File: src/verilog/debug_conduit_pkg.sv
// shared constants and carrier types for the debug status and control conduit
package debug_conduit_pkg;

	// ****************************************
	// bus widths
	// ****************************************
	localparam int STATUS_W = 256;
	localparam int CTRL_W = 256;
	localparam int TEST_IN_W = 32;

	// ****************************************
	// status bus field positions
	// ****************************************
	localparam int POS_SPEED = 0;
	localparam int POS_RCV_COR = 2;
	localparam int POS_RPL_COR = 3;
	localparam int POS_UNCOR = 4;
	localparam int POS_RX_PAR = 5;
	localparam int POS_TX_PAR = 6;
	localparam int POS_CFG_PAR = 8;
	localparam int POS_LINK_UP = 9;
	localparam int POS_LINK_UP_EXIT = 10;
	localparam int POS_TICK_SHORT = 11;
	localparam int POS_TICK_LONG = 12;
	localparam int POS_HOT_RST_EXIT = 13;
	localparam int POS_INT_STATUS = 14;
	localparam int POS_LOW_PWR_EXIT = 18;
	localparam int POS_LANES = 19;
	localparam int POS_TRAIN_STATE = 23;
	localparam int POS_CPL_HDR = 28;
	localparam int POS_CPL_DATA = 36;
	localparam int POS_CPL_OVF = 48;
	localparam int POS_CORE_RST = 49;
	localparam int USED_W = 50;

	// ****************************************
	// link training state codes
	// ****************************************
	localparam logic [4:0] TRAIN_DETECT_QUIET = 5'h00;

	// ****************************************
	// register map (byte addresses)
	// ****************************************
	localparam int ADR_W = 8;
	localparam logic [7:0] OFF_CTRL = 8'h00;
	localparam logic [7:0] OFF_TEST_OVR = 8'h04;
	localparam logic [7:0] OFF_STATUS_LO = 8'h08;
	localparam logic [7:0] OFF_STATUS_HI = 8'h0c;
	localparam logic [7:0] OFF_BOARD_CTRL = 8'h10;
	localparam logic [7:0] OFF_ERR_STICKY = 8'h14;
	localparam logic [7:0] OFF_LINK_INFO = 8'h18;

	// control register fields
	localparam int CTRL_OVERRIDE = 0;
	localparam int CTRL_FREEZE = 1;
	localparam logic [1:0] CTRL_RESET = 2'h0;

	// typical test input setting: bit0=0, 4:1=0100, 6:5=01, 31:7=3
	localparam logic [31:0] TEST_IN_TYPICAL = 32'h000001a8;
	localparam logic [7:0] ERR_STICKY_RESET = 8'h00;
	localparam int ERR_W = 8;

	// ****************************************
	// carrier types
	// ****************************************
	typedef struct packed {
		logic core_reset;
		logic cpl_buf_overflow;
		logic [11:0] completion_data_credits;
		logic [7:0] completion_header_credits;
		logic [4:0] train_state;
		logic [3:0] lanes_active;
		logic low_power_exit;
		logic [3:0] int_status;
		logic hot_reset_exit;
		logic tick_long_period;
		logic tick_short_period;
		logic link_up_exit;
		logic link_up;
		logic cfg_par_err;
		logic [1:0] tx_par_err;
		logic rx_par_err;
		logic uncor_err;
		logic rpl_cor_err;
		logic rcv_cor_err;
		logic [1:0] current_speed;
	} core_status_s;

	typedef struct packed {
		logic cyc;
		logic stb;
		logic we;
		logic [3:0] sel;
		logic [7:0] adr;
		logic [31:0] dat;
	} wb_req_s;

	typedef enum logic [0:0] {
		WB_IDLE = 1'b0,
		WB_ACK = 1'b1
	} wb_state_e;

endpackage : debug_conduit_pkg

File: src/verilog/status_packer.sv
// places the core indications at their fixed positions on the status bus
`timescale 1ns/1ps
module status_packer
(
	input wire debug_conduit_pkg::core_status_s core_in,
	output logic [255:0] status_out
);

	always_comb
	begin
		status_out = '0;
		status_out[debug_conduit_pkg::POS_SPEED +: 2] = core_in.current_speed;
		status_out[debug_conduit_pkg::POS_RCV_COR] = core_in.rcv_cor_err;
		status_out[debug_conduit_pkg::POS_RPL_COR] = core_in.rpl_cor_err;
		status_out[debug_conduit_pkg::POS_UNCOR] = core_in.uncor_err;
		status_out[debug_conduit_pkg::POS_RX_PAR] = core_in.rx_par_err;
		status_out[debug_conduit_pkg::POS_TX_PAR +: 2] = core_in.tx_par_err;
		status_out[debug_conduit_pkg::POS_CFG_PAR] = core_in.cfg_par_err;
		status_out[debug_conduit_pkg::POS_LINK_UP] = core_in.link_up;
		status_out[debug_conduit_pkg::POS_LINK_UP_EXIT] = core_in.link_up_exit;
		status_out[debug_conduit_pkg::POS_TICK_SHORT] = core_in.tick_short_period;
		status_out[debug_conduit_pkg::POS_TICK_LONG] = core_in.tick_long_period;
		status_out[debug_conduit_pkg::POS_HOT_RST_EXIT] = core_in.hot_reset_exit;
		// the interrupt field sits in the only free gap below the exit bit
		status_out[debug_conduit_pkg::POS_INT_STATUS +: 4] = core_in.int_status;
		status_out[debug_conduit_pkg::POS_LOW_PWR_EXIT] = core_in.low_power_exit;
		status_out[debug_conduit_pkg::POS_LANES +: 4] = core_in.lanes_active;
		status_out[debug_conduit_pkg::POS_TRAIN_STATE +: 5] = core_in.train_state;
		status_out[debug_conduit_pkg::POS_CPL_HDR +: 8] = core_in.completion_header_credits;
		status_out[debug_conduit_pkg::POS_CPL_DATA +: 12] = core_in.completion_data_credits;
		status_out[debug_conduit_pkg::POS_CPL_OVF] = core_in.cpl_buf_overflow;
		status_out[debug_conduit_pkg::POS_CORE_RST] = core_in.core_reset;
	end

endmodule : status_packer

File: src/verilog/test_in_select.sv
// registered choice of the core test inputs: board switches or software value
`timescale 1ns/1ps
module test_in_select
(
	input wire logic clk_in,
	input wire logic rst_in,
	input wire logic override_in,
	input wire logic [31:0] board_in,
	input wire logic [31:0] soft_in,
	output logic [31:0] test_in_out
);

	logic [31:0] test_in;
	logic [31:0] next_test_in;

	always_comb
	begin
		if (override_in)
		begin
			next_test_in = soft_in;
		end
		else
		begin
			next_test_in = board_in;
		end
	end

	// reset lands on the typical setting so the core starts in normal mode
	always_ff @(posedge clk_in or posedge rst_in)
	begin
		if (rst_in)
		begin
			test_in <= debug_conduit_pkg::TEST_IN_TYPICAL;
		end
		else
		begin
			test_in <= next_test_in;
		end
	end

	assign test_in_out = test_in;

endmodule : test_in_select

File: src/verilog/debug_status_control_conduit.sv
// debug status and control conduit between the link core and a board
//
// What this block does
// - link speed on status bits 1:0
// - data error flags on bits 2, 3, 4
// - parity errors on bits 5, 7:6, 8
// - link up on 9, exit on 10
// - short then long tick on 11, 12
// - hot reset exit on bit 13
// - interrupt status field carried on status bus
// - low power exit 18, lanes 22:19
// - training state 27:23, header credits 35:28
// - data credits 47:36, overflow on 48
// - core reset on 49, 255:50 reserved
// - 256-bit status out, 256-bit control in
// - conduit exists only when option enabled
// - training state zero means quiet detect
//
// The implementer's own choices: the Wishbone register port and the register addresses.
`timescale 1ns/1ps
module debug_status_control_conduit
#(
	parameter bit CONDUIT_ENABLE = 1'b1
)
(
	input wire logic clk_in,
	input wire logic rst_in,
	input wire debug_conduit_pkg::core_status_s core_status_in,
	input wire logic [255:0] board_ctrl_in,
	output logic [255:0] debug_status_out,
	output logic [31:0] test_in_out,
	input wire logic wb_cyc_in,
	input wire logic wb_stb_in,
	input wire logic wb_we_in,
	input wire logic [3:0] wb_sel_in,
	input wire logic [7:0] wb_adr_in,
	input wire logic [31:0] wb_dat_in,
	output logic [31:0] wb_dat_out,
	output logic wb_ack_out
);

	// ****************************************
	// helpers
	// ****************************************
	function automatic logic [31:0] merge_bytes(
		input logic [31:0] old_val,
		input logic [31:0] new_val,
		input logic [3:0] sel
	);
		logic [31:0] res;
		res = old_val;
		for (int i = 0; i < 4; i++)
		begin
			if (sel[i])
			begin
				res[i*8 +: 8] = new_val[i*8 +: 8];
			end
		end
		return res;
	endfunction : merge_bytes

	function automatic logic [7:0] error_bits(
		input debug_conduit_pkg::core_status_s s
	);
		return {s.cpl_buf_overflow, s.cfg_par_err, s.tx_par_err, s.rx_par_err,
			s.uncor_err, s.rpl_cor_err, s.rcv_cor_err};
	endfunction : error_bits

	// ****************************************
	// request bundle
	// ****************************************
	debug_conduit_pkg::wb_req_s req;

	always_comb
	begin
		req.cyc = wb_cyc_in;
		req.stb = wb_stb_in;
		req.we = wb_we_in;
		req.sel = wb_sel_in;
		req.adr = wb_adr_in;
		req.dat = wb_dat_in;
	end

	logic [255:0] packed_status;
	logic [31:0] selected_test_in;

	status_packer u_packer
	(
		.core_in(core_status_in),
		.status_out(packed_status)
	);

	// ****************************************
	// software control state
	// ****************************************
	logic [1:0] ctrl;
	logic [1:0] next_ctrl;
	logic [31:0] test_ovr;
	logic [31:0] next_test_ovr;
	logic [7:0] err_sticky;
	logic [7:0] next_err_sticky;

	// ****************************************
	// bus handshake state
	// ****************************************
	debug_conduit_pkg::wb_state_e wb_state;
	debug_conduit_pkg::wb_state_e next_wb_state;
	logic [31:0] rd_data;
	logic [31:0] next_rd_data;

	// ****************************************
	// status output state
	// ****************************************
	logic [255:0] status;
	logic [255:0] next_status;

	logic access;
	logic wr_fire;
	logic [7:0] err_now;

	// a request is taken only from idle so ack is a single-cycle pulse
	assign access = req.cyc && req.stb && (wb_state == debug_conduit_pkg::WB_IDLE);
	// a write lands at the edge where the master sees ack, while it still holds the request
	assign wr_fire = req.cyc && req.stb && req.we && (wb_state == debug_conduit_pkg::WB_ACK);
	assign err_now = error_bits(core_status_in);

	generate
		if (CONDUIT_ENABLE)
		begin : g_conduit
			test_in_select u_sel
			(
				.clk_in(clk_in),
				.rst_in(rst_in),
				.override_in(ctrl[debug_conduit_pkg::CTRL_OVERRIDE]),
				// upper control bits have no consumer; the board keeps them zero
				.board_in(board_ctrl_in[31:0]),
				.soft_in(test_ovr),
				.test_in_out(selected_test_in)
			);
		end
		else
		begin : g_absent
			// without the option the core sees its typical test setting
			assign selected_test_in = debug_conduit_pkg::TEST_IN_TYPICAL;
		end
	endgenerate

	// ****************************************
	// next-state logic for control registers
	// ****************************************
	always_comb
	begin
		next_ctrl = ctrl;
		next_test_ovr = test_ovr;
		next_err_sticky = err_sticky;
		if (wr_fire)
		begin
			case (req.adr)
				debug_conduit_pkg::OFF_CTRL:
				begin
					if (req.sel[0])
					begin
						next_ctrl = req.dat[1:0];
					end
				end
				debug_conduit_pkg::OFF_TEST_OVR:
				begin
					next_test_ovr = merge_bytes(test_ovr, req.dat, req.sel);
				end
				debug_conduit_pkg::OFF_ERR_STICKY:
				begin
					if (req.sel[0])
					begin
						next_err_sticky = err_sticky & ~req.dat[7:0];
					end
				end
				default:
				begin
					next_ctrl = ctrl;
				end
			endcase
		end
		// a new error in the clearing cycle survives the clear
		next_err_sticky = next_err_sticky | err_now;
	end

	always_ff @(posedge clk_in or posedge rst_in)
	begin
		if (rst_in)
		begin
			ctrl <= debug_conduit_pkg::CTRL_RESET;
			test_ovr <= debug_conduit_pkg::TEST_IN_TYPICAL;
			err_sticky <= debug_conduit_pkg::ERR_STICKY_RESET;
		end
		else
		begin
			ctrl <= next_ctrl;
			test_ovr <= next_test_ovr;
			err_sticky <= next_err_sticky;
		end
	end

	// ****************************************
	// bus answer: one cycle after the request is seen
	// ****************************************
	always_comb
	begin
		next_wb_state = wb_state;
		next_rd_data = rd_data;
		case (wb_state)
			debug_conduit_pkg::WB_IDLE:
			begin
				if (access)
				begin
					next_wb_state = debug_conduit_pkg::WB_ACK;
					case (req.adr)
						debug_conduit_pkg::OFF_CTRL:
						begin
							next_rd_data = {30'h0, ctrl};
						end
						debug_conduit_pkg::OFF_TEST_OVR:
						begin
							next_rd_data = test_ovr;
						end
						debug_conduit_pkg::OFF_STATUS_LO:
						begin
							next_rd_data = status[31:0];
						end
						debug_conduit_pkg::OFF_STATUS_HI:
						begin
							next_rd_data = status[63:32];
						end
						debug_conduit_pkg::OFF_BOARD_CTRL:
						begin
							next_rd_data = selected_test_in;
						end
						debug_conduit_pkg::OFF_ERR_STICKY:
						begin
							next_rd_data = {24'h000000, err_sticky};
						end
						debug_conduit_pkg::OFF_LINK_INFO:
						begin
							next_rd_data = {26'h0,
								core_status_in.train_state ==
								debug_conduit_pkg::TRAIN_DETECT_QUIET,
								core_status_in.link_up,
								core_status_in.lanes_active};
						end
						default:
						begin
							// unmapped reads answer with zero, writes are dropped
							next_rd_data = 32'h00000000;
						end
					endcase
				end
			end
			debug_conduit_pkg::WB_ACK:
			begin
				next_wb_state = debug_conduit_pkg::WB_IDLE;
			end
			default:
			begin
				next_wb_state = debug_conduit_pkg::WB_IDLE;
			end
		endcase
	end

	always_ff @(posedge clk_in or posedge rst_in)
	begin
		if (rst_in)
		begin
			wb_state <= debug_conduit_pkg::WB_IDLE;
			rd_data <= 32'h00000000;
		end
		else
		begin
			wb_state <= next_wb_state;
			rd_data <= next_rd_data;
		end
	end

	// ****************************************
	// status bus register
	// ****************************************
	// freeze lets a slow monitor read a coherent picture; strobes may be missed
	always_comb
	begin
		if (!CONDUIT_ENABLE)
		begin
			next_status = '0;
		end
		else if (ctrl[debug_conduit_pkg::CTRL_FREEZE])
		begin
			next_status = status;
		end
		else
		begin
			next_status = packed_status;
		end
	end

	always_ff @(posedge clk_in or posedge rst_in)
	begin
		if (rst_in)
		begin
			status <= '0;
		end
		else
		begin
			status <= next_status;
		end
	end

	// ****************************************
	// outputs
	// ****************************************
	assign debug_status_out = status;
	assign test_in_out = selected_test_in;
	assign wb_dat_out = rd_data;
	assign wb_ack_out = (wb_state == debug_conduit_pkg::WB_ACK);

endmodule : debug_status_control_conduit

File: config.mk
export PLATFORM = sky130hd
export DESIGN_NAME = debug_status_control_conduit
export DESIGN_NICKNAME = d
export VERILOG_FILES = /design/src/verilog/debug_conduit_pkg.sv /design/src/verilog/status_packer.sv /design/src/verilog/test_in_select.sv /design/src/verilog/debug_status_control_conduit.sv
export SDC_FILE = /design/constraint.sdc
export NUM_CORES = 1
export LEC_CHECK = 0
export BUFFER_PORTS_ARGS = -buffer_cell sky130_fd_sc_hd__buf_2
export CORE_AREA = 3 3 259 261
export CTS_CLUSTER_DIAMETER = 50
export DETAILED_ROUTE_END_ITERATION = 8
export DIE_AREA = 0 0 262 264
export PLACE_DENSITY = 0.43
export SLEW_MARGIN = 0
export SYNTH_ARGS = -nofsm -noshare
export SYNTH_HDL_FRONTEND = slang
export SYNTH_SLANG_ARGS = --single-unit
File: constraint.sdc
create_clock -name clk_in -period 5.4 [get_ports clk_in]
set_clock_uncertainty 0.05 [all_clocks]
set_input_delay 0.27 -clock clk_in [delete_from_list [all_inputs] [get_ports clk_in]]
set_output_delay 0.27 -clock clk_in [all_outputs]
set_load 0.005 [all_outputs]
==> results by group <==
Outcome
  – Status: complete, no violations

Synthesis
  – Seq/Total Area, Yosys: 0.467
  – Post-Synthesis Cells: 712
  – Simple logic cell fraction of the synthesized area: 0.0542
  – Largest family of logic cells by synthesized area: buffers and inverters
  – Xor/xnor cell area share of the yosys netlist: 0
  – Post-synthesis compound-gate area fraction: 0.0915
  – Mean Syn Cell Area: 11.8 µm²
  – Synth Cell Area: 8430 µm²
  – Post-synthesis adder-cell area fraction: 0
  – Post-synth EDFFs: 0
  – Predominant post-synthesis flop cell: dfrtp_1
  – YS warnings: 0
  – Seq cells post-synth: 157
  – Multiplexer share of the synthesized area: 0.185
  – Distinct cells, synth: 48
  – Asr flop ratio synth: 1.00

Cells and area
  – Nets: 1422
  – Layout area overhead: 38.9%
  – Final non-filler cell total: 1937
  – Commonest cells after routing, fill and taps aside: buf_2 (245), conb_1 (206), dfrtp_1 (147)
  – Share of cells above drive strength 1: 0.409
  – Most common cell after layout, fill and taps aside: buf_2

Floorplanning
  – # IOs: 676
  – Chip width: 262 µm
  – Die Height: 264 µm
  – Core area: 64700 µm²
  – Num rows: 93
  – Initial core utilization: 0.130
  – Full die area: 69200 µm²

STA
  – Fmax: 384 MHz
  – Ratio of final minimum period to clock period: 0.483
  – Fin. Hold Viols: 0
  – Minimum clock period: 2.61 ns
  – Final setup vio count: 0
  – Unrepaired setup endpoints after global routing: false
  – Max-slew violations: 0
  – Setup TNS Final: 0 ns
  – Slew HR: 0.373
  – Worst-Margin Slew: 0.941 ns

Clocking
  – Clock-pin slew on the worst setup and hold paths: 0.08 ns
  – CTS tree: built
  – CTS Buf Count: 17
  – Root Driver: clkbuf_16
  – Clk Latency, worst-skew pair: 0.48 ns
  – Num Clock Sinks: 157
  – Setup bufs post-CTS: 0
  – Post-CTS resize count: 0
  – H-tree depth: 4
  – Longest Clk Path Bufs: 2
  – Hold Buf Count CTS: 113

Route
  – 1st-iter DRT viols: 237
  – Vias per cell: 3.28
  – Final wirelength: 34800 µm
  – DR pass1 iterations: 4
  – DRC errors left: 0
  – ANT nets after route: 0
  – Avg WL per Cell: 17.9 µm
  – Vias: 6355

Setup path
  – CP Cell Sequence: buf_2, or4b_2, nor4_4, nand2_1, a21o_1, dlygate4sd3_1
  – Nature of the critical path endpoint: flip-flop
  – Slowest stage delay, CP: 0.75 ns
  – CP delay by family, top: simple AND/OR/NAND/NOR gates
  – Crit-path max FO: 10
  – WP buf/inv: 2
  – Critical path's slowest cell: nor4_4
  – R2r setup slk: 2.86 ns
  – Crit Path Class: input pin to flip-flop
  – CP startpoint kind: input pin
  – Crit path required time: 5.71 ns
  – Worst Path Arrival: 2.92 ns

GRT
  – Final global-route overflow total: 0
  – Initial antenna violation count: 2
  – Largest net degree at the start of global routing: 100
  – First-pass GRT wire length: 48300 µm
  – GRT Resource Usage Total: 0.0996
  – Vias in the first global route: 6573

Min path
  – Min-Delay Path Class: input pin to flip-flop

Placement
  – GPL Wtd Cong: 0.815
  – Post-DP HPWL: 26000 µm
  – Number of I/O port buffers: 245
  – Dpl cells: 1790

Pwr
  – Pwr Density: 250 nW/µm²
  – Leak pwr: 5.42 nW
  – Maximum VDD drop: 240 µV
  – Power after layout: 0.00293 W

Flow run
  – MaxCap Viol Count: 0
-- cell usage after synthesis, drive strengths merged (2+ instances only) --
| master | number | area share |
|---|---|---|
| a211o | 3 | 0.0031 |
| a211oi | 2 | 0.0018 |
| a21o | 9 | 0.0080 |
| a21oi | 2 | 0.0012 |
| a221o | 9 | 0.011 |
| a22o | 8 | 0.0083 |
| a22oi | 35 | 0.031 |
| a32o | 3 | 0.0036 |
| and3 | 2 | 0.0015 |
| buf | 213 | 0.19 |
| clkbuf | 28 | 0.012 |
| dfrtp | 149 | 0.44 |
| dfstp | 8 | 0.025 |
| inv | 4 | 0.0018 |
| mux2 | 125 | 0.17 |
| mux2i | 11 | 0.013 |
| mux4 | 2 | 0.0053 |
| nand2 | 21 | 0.012 |
| nor2 | 5 | 0.0022 |
| nor2b | 7 | 0.0052 |
| nor3 | 13 | 0.0083 |
| nor3b | 5 | 0.0050 |
| nor4 | 5 | 0.0073 |
| o21ai | 7 | 0.0042 |
| o22ai | 2 | 0.0015 |
| o2bb2ai | 6 | 0.0062 |
| o31ai | 11 | 0.0098 |
| or3 | 3 | 0.0022 |
| or4 | 2 | 0.0018 |
| or4b | 2 | 0.0028 |
-- path summary, 6_finish.rpt --
path,from,depth (start not counted),end
setup / recovery,wb_adr_in[4],6,err_sticky[4]
hold / removal,core_status_in[19],2,debug_status_out[19]
setup reg to reg,wb_ack_out,5,err_sticky[4]
hold reg to reg,wb_dat_out[0],2,wb_dat_out[0]
max in group asynchronous,rst_in,4,test_ovr[17]
min in group asynchronous,rst_in,3,debug_status_out[30]
-- sequential cells by signal, indices dropped and copies added, names as in the netlist --
register                     cells
test_ovr                        32
wb_ack_out                       1
g_conduit.u_sel.test_in_out     32
wb_dat_out                      32
debug_status_out                50
err_sticky                       8
ctrl                             2
-- cell families after synthesis --
group	count (synthesis)
muxes	138
DFF	157
and+or+nand+nor	72
AOI/OAI and AO/OA	99
buffers and inverters	245
other	1
-- area by class of cell --
type                    instances  area [µm²]
repair buffers                372        2470
fillers                      7138       53000
well taps                     855        1070
clock inverters                13         169
diodes                          2        5.00
multi-input cells             515        3580
clock buffers                  19         453
inverters                       4        20.0
flip-flops and latches        157        3940
-- layer usage --
metal  track usage  wire length, µm  up-vias
met5             0               12        -
li1              -                -     2825
met2         0.161            16000      392
met1         0.118            14500     3089
met4        0.0390              869        2
met3        0.0390             3410       47
-- per-stage QoR --
step / instance area [µm²] / hold slack (ns) / util / setup WS (ns)
2_1_floorplan: 9200 / 0.312 / - / 0.858
3_3_place_gp: 9950 / 0.325 / 0.154 / 2.62
3_5_place_dp: 9950 / 0.328 / 0.154 / 2.60
4_1_cts: 11700 / 0.0176 / 0.181 / 2.78
5_1_grt: 11700 / 0.0319 / 0.181 / 2.67
6_report: 11700 / 0.0425 / 0.181 / 2.79
-- power by group --
| part | switching (W) | internal [W] | total, W |
|---|---|---|---|
| clock | 0.000617 | 0.000724 | 0.00134 |
| combinational | 0.000187 | 0.000161 | 0.000348 |
| sequential | 0.0000312 | 0.00121 | 0.00124 |
| total | 0.000836 | 0.00210 | 0.00293 |
No activity file was read; power rests on OpenSTA's default activity.
